## src/rtl/ccrb_pkg.sv

```systemverilog
`default_nettype none
package ccrb_pkg;
   localparam logic [6:0] IDX_OFFSET_VALUE = 7'h73;
   localparam logic [6:0] IDX_THERMAL_AND_CLEAR = 7'h74;
   localparam logic [6:0] IDX_TRIM_CONTROL = 7'h75;
   localparam logic [6:0] IDX_FILL_DURATION_LOW = 7'h76;
   localparam logic [6:0] IDX_FILL_DURATION_HIGH = 7'h77;
   localparam logic [6:0] IDX_DRAIN_DURATION_LOW = 7'h78;
   localparam logic [6:0] IDX_DRAIN_DURATION_HIGH = 7'h79;
   localparam logic [6:0] IDX_IDLE_LOSS_TALLY_LOW = 7'h7a;
   localparam logic [6:0] IDX_IDLE_LOSS_TALLY_HIGH = 7'h7b;
   localparam logic [6:0] IDX_FILL_TALLY_LOW = 7'h7c;
   localparam logic [6:0] IDX_FILL_TALLY_HIGH = 7'h7d;
   localparam logic [6:0] IDX_DRAIN_TALLY_LOW = 7'h7e;
   localparam logic [6:0] IDX_DRAIN_TALLY_HIGH = 7'h7f;
   // Command byte fields.
   localparam int CMD_DIR_BIT = 7;
   // Trim control fields.
   localparam int TRIM_OVERRIDE_BIT = 7;
   localparam int TRIM_CAL_BIT = 6;
   localparam int TRIM_FILL_SLOW_BIT = 5;
   localparam int TRIM_DRAIN_SLOW_BIT = 4;
   localparam int TRIM_CODE_MSB = 3;
   localparam int TRIM_CODE_LSB = 1;
   localparam logic [2:0] QUIET_CODE_RESET = 3'h7;
   // Thermal-and-clear fields.
   localparam int THERM_MSB = 7;
   localparam int THERM_LSB = 5;
   localparam int CLR_FILL_DURATION_BIT = 4;
   localparam int CLR_DRAIN_DURATION_BIT = 3;
   localparam int CLR_IDLE_LOSS_BIT = 2;
   localparam int CLR_FILL_TALLY_BIT = 1;
   localparam int CLR_DRAIN_TALLY_BIT = 0;
   // Temperature steps: 0 is below 0 C, 3 is 20 to 30 C, 7 is above 60 C.
   localparam logic [2:0] THERM_STEP_NOMINAL = 3'h3;
   localparam int THERM_STEP_MAX = 7;
   // Timebase.
   localparam int CLK_HZ = 40000000;
   localparam int SECONDS_PER_HOUR = 3600;
   localparam longint CYCLES_PER_HOUR = 64'(CLK_HZ) * SECONDS_PER_HOUR;
   localparam int FAST_RATE_PER_HOUR = 4096;
   localparam int SLOW_RATE_PER_HOUR = 16;
   localparam int IDLE_MAX_RATE_PER_HOUR = 16;
   localparam logic [7:0] OFFSET_RESET = 8'h00;
   localparam logic [15:0] TALLY_RESET = 16'h0000;
endpackage : ccrb_pkg
`default_nettype wire

```

## src/rtl/ccrb_register_bank.sv

```systemverilog
// Operation
// - Command bits 6..0 pick the register index to access.
// - Command bit 7: 0 returns the register, 1 stores the next byte.
// - Discharge event increments drain tally 7F:7E, wrapping past FFFF.
// - Charge event increments fill tally 7D:7C, wrapping past FFFF.
// - Idle loss rate 1/h nominal, doubling per step to 16/h, halving to 1/8h.
// - Idle loss tally 7B:7A counts only in normal operating mode.
// - Drain duration 79:78 counts 4096 per hour while discharging.
// - Drain duration rollover sets drain-slow flag; then 16 per hour.
// - Second rollover clears slow flag; host clears timers within 170 days.
// - Fill duration 77:76 counts 4096 per hour while charging.
// - Fill duration rollover sets fill-slow flag; then 16 per hour.
// - Fill-slow flag at trim bit 5, drain-slow at trim bit 4.
// - Override bit 7 lets calibration start regardless of line level.
// - Override bit returns to 0 after a valid calibration.
// - Calibration bit 6 enables calibration; cleared when offset latched.
// - Calibration needs one continuous hour of quiet conditions.
// - Line rise or loud sense restarts calibration timing; request stays.
// - Trim bits 3..1 hold quiet threshold code; code 0 invalid.
// - Reset loads threshold code with all ones.
// - Thermal-and-clear bits 7..5 show the present temperature step.
// - Writing 1 to clear bits zeroes counter; bit then returns to 0.
// - Bit4 fill duration+flag, 3 drain duration+flag, 2 idle, 1 fill, 0 drain.
// - Offset register 73 holds two's complement offset, host read/write.
`default_nettype none
module ccrb_register_bank
#(
   parameter longint HOUR_CYCLES = ccrb_pkg::CYCLES_PER_HOUR
)
(
   input wire logic core_clk,
   input wire logic rstn,
   input wire logic cmd_valid,
   input wire logic [7:0] host_command_byte,
   input wire logic [7:0] wr_data,
   input wire logic single_wire_line,
   input wire logic normal_mode,
   input wire logic drain_event,
   input wire logic fill_event,
   input wire logic draining,
   input wire logic filling,
   input wire logic sense_quiet,
   input wire logic [2:0] thermal_step,
   input wire logic [7:0] measured_offset,
   output logic [7:0] rd_data,
   output logic rd_valid,
   output logic cal_busy,
   output logic [2:0] quiet_threshold_code
);
   import ccrb_pkg::*;

   ////////////////////////////////////////////////////////////////////////
   localparam longint FAST_DIV = HOUR_CYCLES / FAST_RATE_PER_HOUR;
   localparam longint SLOW_DIV = HOUR_CYCLES / SLOW_RATE_PER_HOUR;
   localparam longint IDLE_DIV = HOUR_CYCLES / IDLE_MAX_RATE_PER_HOUR;
   // Forty bits hold a full hour of cycles at the default clock.
   localparam int CW = 40;

   // The line is a pin, so it passes two flops before anything reads it.
   // It resets to the idle high level, so that leaving reset never looks
   // like a low line and never starts calibration timing early.
   logic line_s1_reg;
   logic line_s2_reg;
   always_ff @(posedge core_clk or negedge rstn)
   begin
      if (!rstn)
      begin
         line_s1_reg <= 1'b1;
         line_s2_reg <= 1'b1;
      end
      else
      begin
         line_s1_reg <= single_wire_line;
         line_s2_reg <= line_s1_reg;
      end
   end

   ////////////////////////////////////////////////////////////////////////
   // Command decode.
   // The serial front end hands over a whole command byte together with
   // its data byte; bit timing on the line is not handled here.
   logic [6:0] cmd_index;
   logic cmd_write;
   logic cmd_read;
   assign cmd_index = host_command_byte[6:0];
   assign cmd_write = cmd_valid && host_command_byte[CMD_DIR_BIT];
   assign cmd_read = cmd_valid && !host_command_byte[CMD_DIR_BIT];

   function automatic logic hit(input logic [6:0] idx,
                                input logic [6:0] target);
      hit = (idx == target);
   endfunction

   logic wr_trim;
   logic wr_therm;
   logic wr_offset;
   assign wr_trim = cmd_write && hit(cmd_index, IDX_TRIM_CONTROL);
   assign wr_therm = cmd_write && hit(cmd_index, IDX_THERMAL_AND_CLEAR);
   assign wr_offset = cmd_write && hit(cmd_index, IDX_OFFSET_VALUE);

   ////////////////////////////////////////////////////////////////////////
   // Timebase ticks.
   // Both dividers run free from reset, so a timer that starts mid-period
   // may see its first tick early; the error stays below one tick.
   logic [CW-1:0] fast_cnt_reg;
   logic [CW-1:0] slow_cnt_reg;
   logic fast_tick;
   logic slow_tick;
   assign fast_tick = (fast_cnt_reg == CW'(FAST_DIV - 1));
   assign slow_tick = (slow_cnt_reg == CW'(SLOW_DIV - 1));
   always_ff @(posedge core_clk or negedge rstn)
   begin
      if (!rstn)
      begin
         fast_cnt_reg <= '0;
         slow_cnt_reg <= '0;
      end
      else
      begin
         fast_cnt_reg <= fast_tick ? '0 : fast_cnt_reg + 1'b1;
         slow_cnt_reg <= slow_tick ? '0 : slow_cnt_reg + 1'b1;
      end
   end

   // Idle loss: base tick at 16 per hour, then a temperature dependent
   // prescale of 1 (step 7) up to 128 (step 0).
   // A step change takes effect at the next base tick.
   logic [CW-1:0] idle_cnt_reg;
   logic [6:0] idle_pre_reg;
   logic idle_base;
   logic [6:0] idle_pre_top;
   logic idle_tick;
   assign idle_base = (idle_cnt_reg == CW'(IDLE_DIV - 1));
   assign idle_pre_top = 7'((8'h01 << (3'(THERM_STEP_MAX) - thermal_step))
                            - 8'h01);
   assign idle_tick = idle_base && (idle_pre_reg >= idle_pre_top);
   always_ff @(posedge core_clk or negedge rstn)
   begin
      if (!rstn)
      begin
         idle_cnt_reg <= '0;
         idle_pre_reg <= '0;
      end
      else
      begin
         idle_cnt_reg <= idle_base ? '0 : idle_cnt_reg + 1'b1;
         if (idle_tick)
            idle_pre_reg <= '0;
         else if (idle_base)
            idle_pre_reg <= idle_pre_reg + 1'b1;
      end
   end

   ////////////////////////////////////////////////////////////////////////
   // Clear strobes from the thermal-and-clear write.
   // A clear lasts only the cycle of the write and beats a count in that
   // same cycle, so the bit can read back 0 at once.
   logic [4:0] clr;
   assign clr = wr_therm ? wr_data[4:0] : 5'h00;

   // Counters.
   // Tallies wrap past the top; keeping them in range is left to the
   // host, which clears them through the thermal-and-clear register.
   logic [15:0] drain_tally_reg;
   logic [15:0] fill_tally_reg;
   logic [15:0] idle_tally_reg;
   logic [15:0] drain_dur_reg;
   logic [15:0] fill_dur_reg;
   logic drain_slow_reg;
   logic fill_slow_reg;

   always_ff @(posedge core_clk or negedge rstn)
   begin
      if (!rstn)
         drain_tally_reg <= TALLY_RESET;
      else if (clr[CLR_DRAIN_TALLY_BIT])
         drain_tally_reg <= TALLY_RESET;
      else if (drain_event)
         drain_tally_reg <= drain_tally_reg + 16'h0001;
   end

   always_ff @(posedge core_clk or negedge rstn)
   begin
      if (!rstn)
         fill_tally_reg <= TALLY_RESET;
      else if (clr[CLR_FILL_TALLY_BIT])
         fill_tally_reg <= TALLY_RESET;
      else if (fill_event)
         fill_tally_reg <= fill_tally_reg + 16'h0001;
   end

   always_ff @(posedge core_clk or negedge rstn)
   begin
      if (!rstn)
         idle_tally_reg <= TALLY_RESET;
      else if (clr[CLR_IDLE_LOSS_BIT])
         idle_tally_reg <= TALLY_RESET;
      else if (normal_mode && idle_tick)
         idle_tally_reg <= idle_tally_reg + 16'h0001;
   end

   // Duration timers: fast tick until the first rollover, slow after.
   // The slow flag toggles on each rollover, so a second rollover clears
   // it and the rate returns to fast; the host must clear timers in time.
   logic drain_step;
   logic fill_step;
   assign drain_step = draining && (drain_slow_reg ? slow_tick : fast_tick);
   assign fill_step = filling && (fill_slow_reg ? slow_tick : fast_tick);

   always_ff @(posedge core_clk or negedge rstn)
   begin
      if (!rstn)
      begin
         drain_dur_reg <= TALLY_RESET;
         drain_slow_reg <= 1'b0;
      end
      else if (clr[CLR_DRAIN_DURATION_BIT])
      begin
         drain_dur_reg <= TALLY_RESET;
         drain_slow_reg <= 1'b0;
      end
      else if (drain_step)
      begin
         drain_dur_reg <= drain_dur_reg + 16'h0001;
         if (drain_dur_reg == 16'hffff)
            drain_slow_reg <= !drain_slow_reg;
      end
   end

   always_ff @(posedge core_clk or negedge rstn)
   begin
      if (!rstn)
      begin
         fill_dur_reg <= TALLY_RESET;
         fill_slow_reg <= 1'b0;
      end
      else if (clr[CLR_FILL_DURATION_BIT])
      begin
         fill_dur_reg <= TALLY_RESET;
         fill_slow_reg <= 1'b0;
      end
      else if (fill_step)
      begin
         fill_dur_reg <= fill_dur_reg + 16'h0001;
         if (fill_dur_reg == 16'hffff)
            fill_slow_reg <= !fill_slow_reg;
      end
   end

   ////////////////////////////////////////////////////////////////////////
   // Calibration: one continuous hour of quiet conditions.
   // The hour counter restarts whenever a condition drops, so only an
   // unbroken hour completes and latches the offset.
   logic override_reg;
   logic cal_req_reg;
   logic [2:0] code_reg;
   logic [7:0] offset_reg;
   logic [CW-1:0] cal_cnt_reg;
   logic cal_ok;
   logic cal_done;
   assign cal_ok = cal_req_reg && sense_quiet
                   && (override_reg || !line_s2_reg);
   assign cal_done = cal_ok && (cal_cnt_reg == CW'(HOUR_CYCLES - 1));

   always_ff @(posedge core_clk or negedge rstn)
   begin
      if (!rstn)
         cal_cnt_reg <= '0;
      else if (!cal_ok || cal_done)
         cal_cnt_reg <= '0;
      else
         cal_cnt_reg <= cal_cnt_reg + 1'b1;
   end

   // A host write in the completion cycle loses to the hardware clear, so
   // a stale request cannot survive a freshly latched offset.
   always_ff @(posedge core_clk or negedge rstn)
   begin
      if (!rstn)
      begin
         override_reg <= 1'b0;
         cal_req_reg <= 1'b0;
         code_reg <= QUIET_CODE_RESET;
      end
      else
      begin
         if (wr_trim)
         begin
            override_reg <= wr_data[TRIM_OVERRIDE_BIT];
            cal_req_reg <= wr_data[TRIM_CAL_BIT];
            code_reg <= wr_data[TRIM_CODE_MSB:TRIM_CODE_LSB];
         end
         if (cal_done)
         begin
            override_reg <= 1'b0;
            cal_req_reg <= 1'b0;
         end
      end
   end

   always_ff @(posedge core_clk or negedge rstn)
   begin
      if (!rstn)
         offset_reg <= OFFSET_RESET;
      else if (cal_done)
         offset_reg <= measured_offset;
      else if (wr_offset)
         offset_reg <= wr_data;
   end

   ////////////////////////////////////////////////////////////////////////
   // Read path. Clear bits always read 0: clearing completes in one cycle.
   // The two bytes of a counter are read by separate commands with no
   // snapshot, so a count between them can tear the pair; a host that
   // needs a clean value reads it twice.
   logic [7:0] rd_mux;
   always_comb
   begin
      case (cmd_index)
         IDX_OFFSET_VALUE: rd_mux = offset_reg;
         IDX_THERMAL_AND_CLEAR: rd_mux = {thermal_step, 5'h00};
         IDX_TRIM_CONTROL: rd_mux = {override_reg, cal_req_reg,
                                     fill_slow_reg, drain_slow_reg,
                                     code_reg, 1'b0};
         IDX_FILL_DURATION_LOW: rd_mux = fill_dur_reg[7:0];
         IDX_FILL_DURATION_HIGH: rd_mux = fill_dur_reg[15:8];
         IDX_DRAIN_DURATION_LOW: rd_mux = drain_dur_reg[7:0];
         IDX_DRAIN_DURATION_HIGH: rd_mux = drain_dur_reg[15:8];
         IDX_IDLE_LOSS_TALLY_LOW: rd_mux = idle_tally_reg[7:0];
         IDX_IDLE_LOSS_TALLY_HIGH: rd_mux = idle_tally_reg[15:8];
         IDX_FILL_TALLY_LOW: rd_mux = fill_tally_reg[7:0];
         IDX_FILL_TALLY_HIGH: rd_mux = fill_tally_reg[15:8];
         IDX_DRAIN_TALLY_LOW: rd_mux = drain_tally_reg[7:0];
         IDX_DRAIN_TALLY_HIGH: rd_mux = drain_tally_reg[15:8];
         default: rd_mux = 8'h00;
      endcase
   end

   always_ff @(posedge core_clk or negedge rstn)
   begin
      if (!rstn)
      begin
         rd_data <= 8'h00;
         rd_valid <= 1'b0;
      end
      else
      begin
         rd_valid <= cmd_read;
         if (cmd_read)
            rd_data <= rd_mux;
      end
   end

   always_ff @(posedge core_clk or negedge rstn)
   begin
      if (!rstn)
      begin
         cal_busy <= 1'b0;
         quiet_threshold_code <= QUIET_CODE_RESET;
      end
      else
      begin
         // The status trails the conditions by one cycle; it is meant for
         // the front end, not as a timing reference.
         cal_busy <= cal_ok;
         quiet_threshold_code <= code_reg;
      end
   end
endmodule // ccrb_register_bank
`default_nettype wire

```

## config.mk

```make
export PLATFORM = sky130hd
export DESIGN_NAME = ccrb_register_bank
export DESIGN_NICKNAME = d
export VERILOG_FILES = /design/src/rtl/ccrb_pkg.sv /design/src/rtl/ccrb_register_bank.sv
export SDC_FILE = /design/constraint.sdc
export NUM_CORES = 1
export LEC_CHECK = 0
export ABC_AREA = 1
export BUFFER_PORTS_ARGS = -buffer_cell sky130_fd_sc_hd__buf_2
export CORE_AREA = 3 3 188 190
export CTS_CLUSTER_DIAMETER = 40
export CTS_CLUSTER_SIZE = 40
export DETAILED_ROUTE_END_ITERATION = 8
export DIE_AREA = 0 0 191 193
export GPL_TIMING_DRIVEN = 0
export PLACE_DENSITY = 0.66
export SLEW_MARGIN = 20
export SYNTH_ARGS = -nofsm -noshare
export SYNTH_HDL_FRONTEND = slang
export SYNTH_SLANG_ARGS = --single-unit
```

## constraint.sdc

```tcl
create_clock -name core_clk -period 2.5 [get_ports core_clk]
set_clock_uncertainty 0.1 [all_clocks]
set_input_delay 0.25 -clock core_clk [delete_from_list [all_inputs] [get_ports core_clk]]
set_output_delay 0.25 -clock core_clk [all_outputs]
set_load 0.1 [all_outputs]
```

==> run_results.csv, run 1 <==
group,metric,value,unit
routing,num_vias,15500,
logic_synthesis,syn_area_per_cell,7.28,µm²
timing,period_needed,2.32,ns
pwr,leakagePower,9.55,nW
routing,viasPerCell,5.29,
routing,first_iter_violations,1054,
floorplanning,die_y,193,µm
floorplanning,die-area,36900,µm²
finish,mostFrequentLayoutCell,"nand2_1",
finish,fillerInstances,3167,
setup_path,rrSetupSlack,0.18,ns
clock_tree,cts_sinks,277,
setup_path,crit_chain,"ha_1, nand2_1, nor2_1, nand2_1, nor3_1, nand2_1, xor2_1, inv_1",
placement,dpl.hpwl,33500,µm
timing,hold_viol,0,
pwr,p_total,12.4,mW
setup_path,startpoint_type,"register",
clock_tree,cts_buffer_depth,3,
setup_path,crit_family,"simple AND/OR/NAND/NOR gates",
floorplanning,rows,67,
floorplanning,start_util,50.1,%
clock_tree,path_clk_slew,0.05,ns
timing,max_slew_margin,38.8,%
timing,fin_crit_sh,92.8,%
floorplanning,coreArea,33600,µm²
setup_path,r2r_end,"fast_cnt_reg[30]",
routing,drtPass1Iterations,5,
finish,syn2layout_area_growth,16.9,%
pwr,ir_drop,0.595,mV
setup_path,worstReg2RegStart,"fast_cnt_reg[0]",
logic_synthesis,synth_edf_count,0,
timing,tightestPinTransition,0.915,ns
hold_path,hold_path_class,"input port to register",
finish,n_antenna_cell,0,
routing,ant_nets,0,
clock_tree,htreeDepth,2,
finish,multi_input_comb_area,8510,µm²
timing,setup_viol,0,
hold_path,min_from,"filling",
grt,grt_pass1_vias,15200,
floorplanning,die_w,191,µm
logic_synthesis,yosysSeqAreaShare,41.2,%
placement,gp_congestion,0.947,
setup_path,crit_buf_inv,1,
logic_synthesis,syn_nets,2372,
timing,clock.fmax,431,MHz
logic_synthesis,synth-main-ff-cell,"dfrtp_1",
grt,antenna_found_initial,0,
finish,nets,2500,
placement,dp_cells,2815,
setup_path,slowest_delay,0.48,ns
finish,final_cell_mix,"nand2_1 (564), nor2_1 (368), inv_1 (333)",
setup_path,slowest_stage,"dfrtp_1",
logic_synthesis,postSynth.asyncResetShare,100,%
logic_synthesis,ys_types,50,
placement,numPortBuffers,48,
clock_tree,numCtsBuffers,47,
setup_path,crit_path_end_kind,"register",
setup_path,worstPathArrival,2.67,ns
floorplanning,io_pins,50,
timing,hold_slack,0.102,ns
pwr,cellPowerDensity,629,nW/µm²
routing,wl_per_cell,15.1,µm
setup_path,crit_fanout,7,
finish,utilization,58.6,%
routing,routed_wl,44300,µm
hold_path,holdPathEnd,"fill_dur_reg[7]",
run_status,status,"completed",
routing,drc,0,
hold_path,worstHoldPathCells,5,
setup_path,reg2reg_depth,8,
clock_tree,clk_root_buffer_cell,"clkbuf_16",
finish,seq_area,6940,µm²
logic_synthesis,ys_seq_elements,277,
logic_synthesis,ys_warn_count,0,
logic_synthesis,netlist_instances,2316,
finish,drive_above_1_share,8.46,%
grt,grt.total_usage,24.6,%
clock_tree,cts_tree,"built",
logic_synthesis,netlist_area,16900,µm²
timing,drv_slew,0,
finish,instances_no_fill,2929,
grt,grt_overflow,0,
run,drv_cap,0,
grt,grt_pass1_wl,74100,µm
setup_path,crit_type,"register to register",
clock_tree,clk-insertion-delay-late,0.57,ns
grt,grt_max_degree,96,
setup_path,required,2.85,ns
setup_path,critPathMostFrequentCell,"nand2_1",
==> worst max-delay path by stage <==
stage	to	startpoint	cells after the start	slack [ns]
final	fast_cnt_reg[30]	fast_cnt_reg[0]	8	0.18
after global routing	idle_tally_reg[6]	thermal_step[0]	16	-0.008
after CTS	idle_tally_reg[6]	thermal_step[0]	17	0.04
after detailed placement	idle_tally_reg[14]	thermal_step[0]	17	-0.56
after global placement	fill_dur_reg[1]	rstn	1	-4.21
after floorplan	idle_tally_reg[5]	thermal_step[0]	16	0.06
==> routing by layer <==
layer,routed length [µm],GRT usage (%)
met1,20500,33.4
met2,20000,39.6
met3,2370,4.32
met4,1460,9.34
met5,0,0
==> cells in the mapped netlist (all sizes together) (3+ instances only) <==
library cell | number | share of area [%]
nand4 | 80 | 3.1
nand2 | 574 | 13
dfrtp | 269 | 40
a31oi | 4 | 0.15
nand3 | 162 | 4.9
or2 | 3 | 0.11
ha | 19 | 1.4
a211oi | 3 | 0.13
o211ai | 9 | 0.40
xnor2 | 26 | 1.4
xor2 | 138 | 7.2
nor4b | 3 | 0.16
o21ai | 53 | 1.6
inv | 340 | 7.6
buf | 18 | 0.85
nor2 | 379 | 8.9
o2bb2ai | 4 | 0.21
and3 | 3 | 0.11
dfstp | 8 | 1.2
a21oi | 36 | 1.1
o22ai | 17 | 0.63
clkbuf | 4 | 0.089
mux2 | 3 | 0.20
nor3b | 6 | 0.27
nor4 | 39 | 1.5
nor3 | 96 | 3.0
nand3b | 7 | 0.31
o31ai | 4 | 0.18
==> timing repair <==
action	4_1_cts	5_1_grt
setup endpoints to repair	9	79
gates cloned	0	0
hold endpoints to repair	304	0
gates resized for setup	2	10
hold buffers	25	0
buffers inserted	0	3
pin swaps	0	1
==> per-stage QoR <==
step / instance area [µm²] / setup WS [ns] / setup TNS, ns
finish: 19700 / 0.180 / 0
global route: 19700 / -0.00772 / -0.0124
CTS: 19700 / 0.0419 / 0
detailed placement: 17700 / -0.561 / -9.35
global placement: 17700 / -4.21 / -1149.75
floorplan: 16900 / 0.0629 / 0
==> worst reg2reg max path, stage by stage (launching register included) <==
cell and delay (ns):
dfrtp_1 0.48, ha_1 0.28, nand2_1 0.09, nor2_1 0.34, nand2_1 0.22, nor3_1 0.33, nand2_1 0.17, xor2_1 0.15
inv_1 0.05
==> power by group <==
part | switching [mW] | internal [mW] | total [mW]
Clock | 2.46 | 4.23 | 6.69
Sequential | 0.171 | 4.67 | 4.84
Combinational | 0.592 | 0.270 | 0.863
Total | 3.22 | 9.17 | 12.4
==> kinds of logic after synthesis <==
logic type | after synthesis | synth area share, %
AO/OA/AOI/OAI | 136 | 4.64
XOR/XNOR | 164 | 8.52
adder cells (fa/ha/maj) | 19 | 1.41
buffers and inverters | 364 | 8.56
flip-flops | 277 | 41.2
multiplexers | 3 | 0.200
AND/OR/NAND/NOR | 1353 | 35.5
==> area by class of cell <==
| cell class | instances | area share (%) |
|---|---|---|
| Inverter | 342 | 6.51 |
| Multi-Input combinational cell | 1675 | 43.2 |
| Buffer | 22 | 0.832 |
| Tap cell | 448 | 2.84 |
| Timing Repair Buffer | 79 | 3.07 |
| Sequential cell | 277 | 35.2 |
| Clock inverter | 32 | 1.93 |
| Clock buffer | 54 | 6.42 |
Note: power is estimated with default switching activity, not from simulation.
==> run 2, diff against run 1 <==
--- a/config.mk
+++ b/config.mk
@@ -7,13 +7,13 @@
 export LEC_CHECK = 0
 export ABC_AREA = 1
 export BUFFER_PORTS_ARGS = -buffer_cell sky130_fd_sc_hd__buf_2
-export CORE_AREA = 3 3 188 190
+export CORE_AREA = 3 3 270 272
 export CTS_CLUSTER_DIAMETER = 40
 export CTS_CLUSTER_SIZE = 40
 export DETAILED_ROUTE_END_ITERATION = 8
-export DIE_AREA = 0 0 191 193
+export DIE_AREA = 0 0 273 275
 export GPL_TIMING_DRIVEN = 0
-export PLACE_DENSITY = 0.66
+export RECOVER_POWER = 25
 export SLEW_MARGIN = 20
 export SYNTH_ARGS = -nofsm -noshare
 export SYNTH_HDL_FRONTEND = slang
==> run_results.csv, run 2 (synthesis gave the netlist of run 1 again) <==
group,metric,value,unit
grt,antenna_found_initial,0,
placement,numPortBuffers,48,
pwr,power_frac_seq,40.3,%
pwr,cellPowerDensity,595,nW/µm²
setup_path,crit_type,"register to register",
finish,fillerInstances,7659,
clock_tree,cts_tree,"built",
grt,grt.total_usage,12.2,%
timing,setup_slack,0.151,ns
routing,ant_nets,0,
grt,grt_overflow,0,
finish,seq_area,6940,µm²
timing,max_slew_margin,19.2,%
pwr,p_total,12.0,mW
placement,dpl.hpwl,33800,µm
clock_tree,path_clk_slew,0.06,ns
floorplanning,die-area,75100,µm²
timing,fin_crit_sh,94.0,%
finish,syn2layout_area_growth,19.8,%
floorplanning,start_util,23.7,%
pwr,sw_frac_of_total,26.9,%
timing,setup_viol,0,
run,drv_cap,0,
finish,mostFrequentLayoutCell,"nand2_1",
floorplanning,io_pins,50,
setup_path,startpoint_type,"register",
timing,clock.fmax,426,MHz
clock_tree,cts_buffer_depth,3,
clock_tree,clk-insertion-delay-late,0.56,ns
setup_path,crit_fanout,10,
finish,final_cell_mix,"nand2_1 (564), nor2_1 (369), inv_1 (332)",
timing,tns,0,ns
pwr,combPwrFrac,7.3,%
pwr,clockPowerShare,52.4,%
grt,grt_pass1_vias,14900,
finish,drive_above_1_share,8.31,%
routing,viasPerCell,4.45,
floorplanning,rows,98,
clock_tree,clk_root_buffer_cell,"clkbuf_16",
finish,multi_input_comb_area,8500,µm²
floorplanning,die_y,275,µm
setup_path,worstPathArrival,2.70,ns
placement,place_ws,-0.579,ns
pwr,power.internal,8.77,mW
routing,wl_per_cell,13.2,µm
finish,nets,2499,
floorplanning,coreArea,71000,µm²
clock_tree,cts_sinks,277,
run_status,status,"completed",
timing,drv_slew,0,
setup_path,crit_path_end_kind,"register",
routing,routed_wl,45400,µm
pwr,netSwitchingPower,3.23,mW
timing,period_needed,2.35,ns
grt,grt_max_degree,89,
clock_tree,htreeDepth,2,
pwr,ir_drop,0.556,mV
timing,tightestPinTransition,1.21,ns
floorplanning,die_w,273,µm
placement,gp_congestion,0.913,
pwr,leakagePower,9.47,nW
routing,first_iter_violations,926,
clock_tree,numCtsBuffers,47,
setup_path,required,2.85,ns
timing,hold_viol,0,
routing,drc,0,
routing,num_vias,15300,
hold_path,hold_path_class,"input port to register",
grt,grt_pass1_wl,75800,µm
routing,drtPass1Iterations,5,
==> run 2: changes by cell type in the layout (fill, tap and decap cells not counted), sizes merged <==
cell / delta
dlygate4sd3: -2
clkbuf: +4
clkinvlp: +4
inv: -5
clkinv: +2
diode: +1
buf: -2
bufinv: -3
==> run 2: worst paths after layout <==
kind	slack, ns	from	cells past startpoint	to
setup / recovery	0.15	slow_cnt_reg[0]	12	fill_dur_reg[0]
hold / removal	0.07	cmd_valid	3	rd_valid
setup reg to reg	0.15	slow_cnt_reg[0]	12	fill_dur_reg[0]
hold reg to reg	0.26	line_s1_reg	0	line_s2_reg
max in group asynchronous	0.42	rstn	4	slow_cnt_reg[36]
min in group asynchronous	0.09	rstn	2	idle_cnt_reg[17]
==> run 2: cell type report <==
type	instances	area share, %
well taps	950	5.89
plain buffers	22	0.812
inverters	342	6.38
flip-flops and latches	277	34.4
repair buffers	78	2.83
clock inverters	30	1.43
clock buffers	55	6.17
multi-input cells	1675	42.1
diodes	1	0.0124
==> run 2: per-layer routing <==
layer  global-route usage [%]  routed length [µm]  vias to the layer above  share of wire, %
met5                        0                   0                        -                 0
met4                     4.23                1330                        0               2.9
met3                     1.94                2400                       88               5.3
li1                         -                   -                     7690                 -
met1                     16.3               21200                     7083                47
met2                     19.8               20500                      395                45
==> run 2: critical path, stage by stage, from the launching register on <==
cell	delay, ns
dfrtp_1	0.43
ha_2	0.27
nand2_1	0.08
inv_2	0.06
nand2_2	0.13
nor2_4	0.19
nand3_2	0.23
nand2_1	0.13
nand3_1	0.09
nand2_2	0.18
inv_1	0.18
nand2_1	0.10
nand2_1	0.06
==> run 2: per-stage QoR <==
step / std cells / hold WS (ns) / util, % / cell area, µm²
2_1_floorplan: 2316 / -0.146 / - / 16900
3_3_place_gp: 3314 / 0.246 / 25.8 / 18300
3_5_place_dp: 3317 / 0.0512 / 25.9 / 18400
4_1_cts: 3425 / 0.0462 / 28.4 / 20100
5_1_grt: 3429 / 0.0864 / 28.4 / 20200
6_report: 3430 / 0.0738 / 28.4 / 20200
==> run 2: timing repair <==
| item | 4_1_cts | 5_1_grt |
|---|---|---|
| pin swaps | 0 | 3 |
| hold buffers | 23 | 0 |
| buffers inserted | 0 | 4 |
| endpoints found under the hold margin | 150 | 0 |
| setup endpoints to repair | 33 | 109 |
| gates resized for setup | 2 | 10 |
==> run 2: power by group through the flow <==
stage	Clock, mW	Combinational, mW	Sequential (mW)
finish	6.30	0.876	4.84
global route	6.67	1.01	4.86
CTS	6.49	0.878	4.83
detailed placement	0	0.849	4.90
global placement	0	0.819	4.91
floorplan	0	0.476	4.92
==> run 3, diff against run 2 <==
--- a/config.mk
+++ b/config.mk
@@ -6,12 +6,12 @@
 export NUM_CORES = 1
 export LEC_CHECK = 0
 export ABC_AREA = 1
-export BUFFER_PORTS_ARGS = -buffer_cell sky130_fd_sc_hd__buf_2
 export CORE_AREA = 3 3 270 272
 export CTS_CLUSTER_DIAMETER = 40
 export CTS_CLUSTER_SIZE = 40
 export DETAILED_ROUTE_END_ITERATION = 8
 export DIE_AREA = 0 0 273 275
+export DONT_BUFFER_PORTS = 1
 export GPL_TIMING_DRIVEN = 0
 export RECOVER_POWER = 25
 export SLEW_MARGIN = 20
==> run_results.csv, run 3 (synthesis gave the netlist of run 1 again) <==
group,metric,value,unit
run_status,status,"complete, but fails checks",
run_status,violations,"hold timing",
finish,syn2layout_area_growth,18.8,%
clock_tree,clk-insertion-delay-late,0.59,ns
timing,hold_slack,-0.693,ns
timing,drv_slew,0,
setup_path,crit_path_start,"slow_cnt_reg[0]",
clock_tree,cts_buffer_depth,3,
grt,grtUsageMet3,1.94,%
setup_path,crit_chain,"ha_2, nand2_1, inv_2, nand2_2, nor2_4, nand3_4, nand2_1, nand3_1, nand2_2, inv_1, nand2_1, nand2_1",
grt,use_met1,16.3,%
timing,period_needed,2.31,ns
run,drv_cap,0,
routing,num_vias,15000,
setup_path,worstPathArrival,2.67,ns
setup_path,slowest_delay,0.43,ns
routing,drtPass1Iterations,5,
finish,seq_area,6940,µm²
setup_path,crit_type,"register to register",
timing,tightestPinTransition,1.01,ns
floorplanning,die_w,273,µm
grt,grt_overflow,0,
placement,place_area,18000,µm²
timing,fin_crit_sh,92.5,%
floorplanning,rows,98,
clock_tree,numCtsBuffers,46,
grt,grt_max_degree,278,
setup_path,rrSetupSlack,0.19,ns
floorplanning,die-area,75100,µm²
timing,hold_viol,277,
setup_path,crit_fanout,10,
grt,grt_busiest_layer,"met2",
clock_tree,path_clk_slew,0.06,ns
grt,antenna_found_initial,0,
hold_path,hold_path_class,"input port to async pin",
pwr,p_total,12.3,mW
pwr,leakagePower,9.30,nW
finish,final_cell_area,20000,µm²
floorplanning,start_util,23.7,%
clock_tree,clk_root_buffer_cell,"clkbuf_16",
clock_tree,ctsHoldBuffers,26,
setup_path,worstReg2RegStart,"slow_cnt_reg[0]",
finish,drive_above_1_share,6.62,%
routing,drc,0,
routing,first_iter_violations,965,
finish,nets,2449,
finish,n_antenna_cell,0,
setup_path,slowest_stage,"dfrtp_1",
routing,routed_wl,44800,µm
placement,numPortBuffers,0,
setup_path,critPathMostFrequentCell,"nand2_1",
pwr,cellPowerDensity,615,nW/µm²
clock_tree,htreeDepth,2,
floorplanning,coreArea,71000,µm²
timing,setup_viol,0,
clock_tree,cts_sinks,277,
finish,mostFrequentLayoutCell,"nand2_1",
grt,grt_pass1_wl,74800,µm
placement,dpl.hpwl,33100,µm
timing,max_slew_margin,32.6,%
finish,fillerInstances,7710,
finish,multi_input_comb_area,8510,µm²
placement,gp_congestion,0.899,
timing,tns,0,ns
routing,ant_nets,0,
grt,gr-usage-met2,19.1,%
clock_tree,cts_tree,"built",
timing,clock.fmax,432,MHz
routing,viasPerCell,4.44,
finish,final_cell_mix,"nand2_1 (564), nor2_1 (367), inv_1 (334)",
setup_path,crit_path_end_kind,"register",
setup_path,reg2reg_depth,12,
setup_path,r2r_end,"fill_dur_reg[0]",
floorplanning,die_y,275,µm
setup_path,required,2.86,ns
grt,grt_pass1_vias,14500,
grt,grt.total_usage,12.0,%
pwr,ir_drop,0.537,mV
floorplanning,io_pins,50,
setup_path,startpoint_type,"register",
routing,wl_per_cell,13.2,µm
## run 3: cell count changes in the layout (fill, tap and decap cells not counted), moves of 3 or more
cell / previous run / this run
dfstp_2: 5 / 8
dlygate4sd3_1: 23 / 26
buf_2: 51 / 6
dfstp_1: 3 / 0
bufinv_16: 2 / 6
clkinv_4: 7 / 4
## run 3: per-stage QoR
stage	std cells	util, %	setup slack [ns]	hold WS [ns]
finish	3381	28.2	0.187	-0.693
global route	3381	28.2	-0.00805	-0.716
CTS	3378	28.1	-0.0235	-0.711
detailed placement	3266	25.4	-0.390	-0.0776
global placement	3266	25.4	-0.403	-0.0789
floorplan	2316	-	0.0629	-0.146
## run 3: area by class of cell
| type | count | share of cell area [%] |
|---|---|---|
| clock buffers | 53 | 6.14 |
| clock inverters | 33 | 2.13 |
| repair buffers | 29 | 1.41 |
| plain buffers | 22 | 0.806 |
| inverters | 342 | 6.41 |
| multi-input cells | 1675 | 42.5 |
| well taps | 950 | 5.94 |
| flip-flops and latches | 277 | 34.7 |
## run 3: how the worst max path moves through the flow
stage	depth (start not counted)	endpoint	slack, ns
after CTS	12	fill_dur_reg[13]	-0.02
after detailed placement	16	idle_tally_reg[14]	-0.39
after floorplan	16	idle_tally_reg[5]	0.06
after global routing	12	fill_dur_reg[0]	-0.008
after global placement	16	idle_tally_reg[8]	-0.40
final	12	fill_dur_reg[0]	0.19
## run 3: report_power, final
part           total, mW  switching (mW)  internal, mW
Sequential          4.90           0.236          4.67
Combinational      0.669           0.432         0.237
Clock               6.73            2.48          4.25
## run 3: what timing repair did
| action | 4_1_cts | 5_1_grt |
|---|---|---|
| resized for setup | 3 | 8 |
| setup buffers | 0 | 3 |
| pin swaps | 0 | 1 |
| endpoints found under the hold margin | 356 | 277 |
| setup endpoints to repair | 44 | 90 |
## run 3: metal layers
layer / routed length, µm / up-vias / part of all wire, %
met4: 1330 / 0 / 3.0
met2: 20100 / 364 / 45
met5: 0 / - / 0
met3: 2330 / 84 / 5.2
met1: 21100 / 6982 / 47
li1: - / 7589 / -
## run 3: critical path: cells and delay by family (launching register included)
family                   cells  cell delay [ns]
AND/OR/NAND/NOR              9             1.13
flip-flops                   1             0.43
adder cells (fa/ha/maj)      1             0.27
buffers and inverters        2             0.26
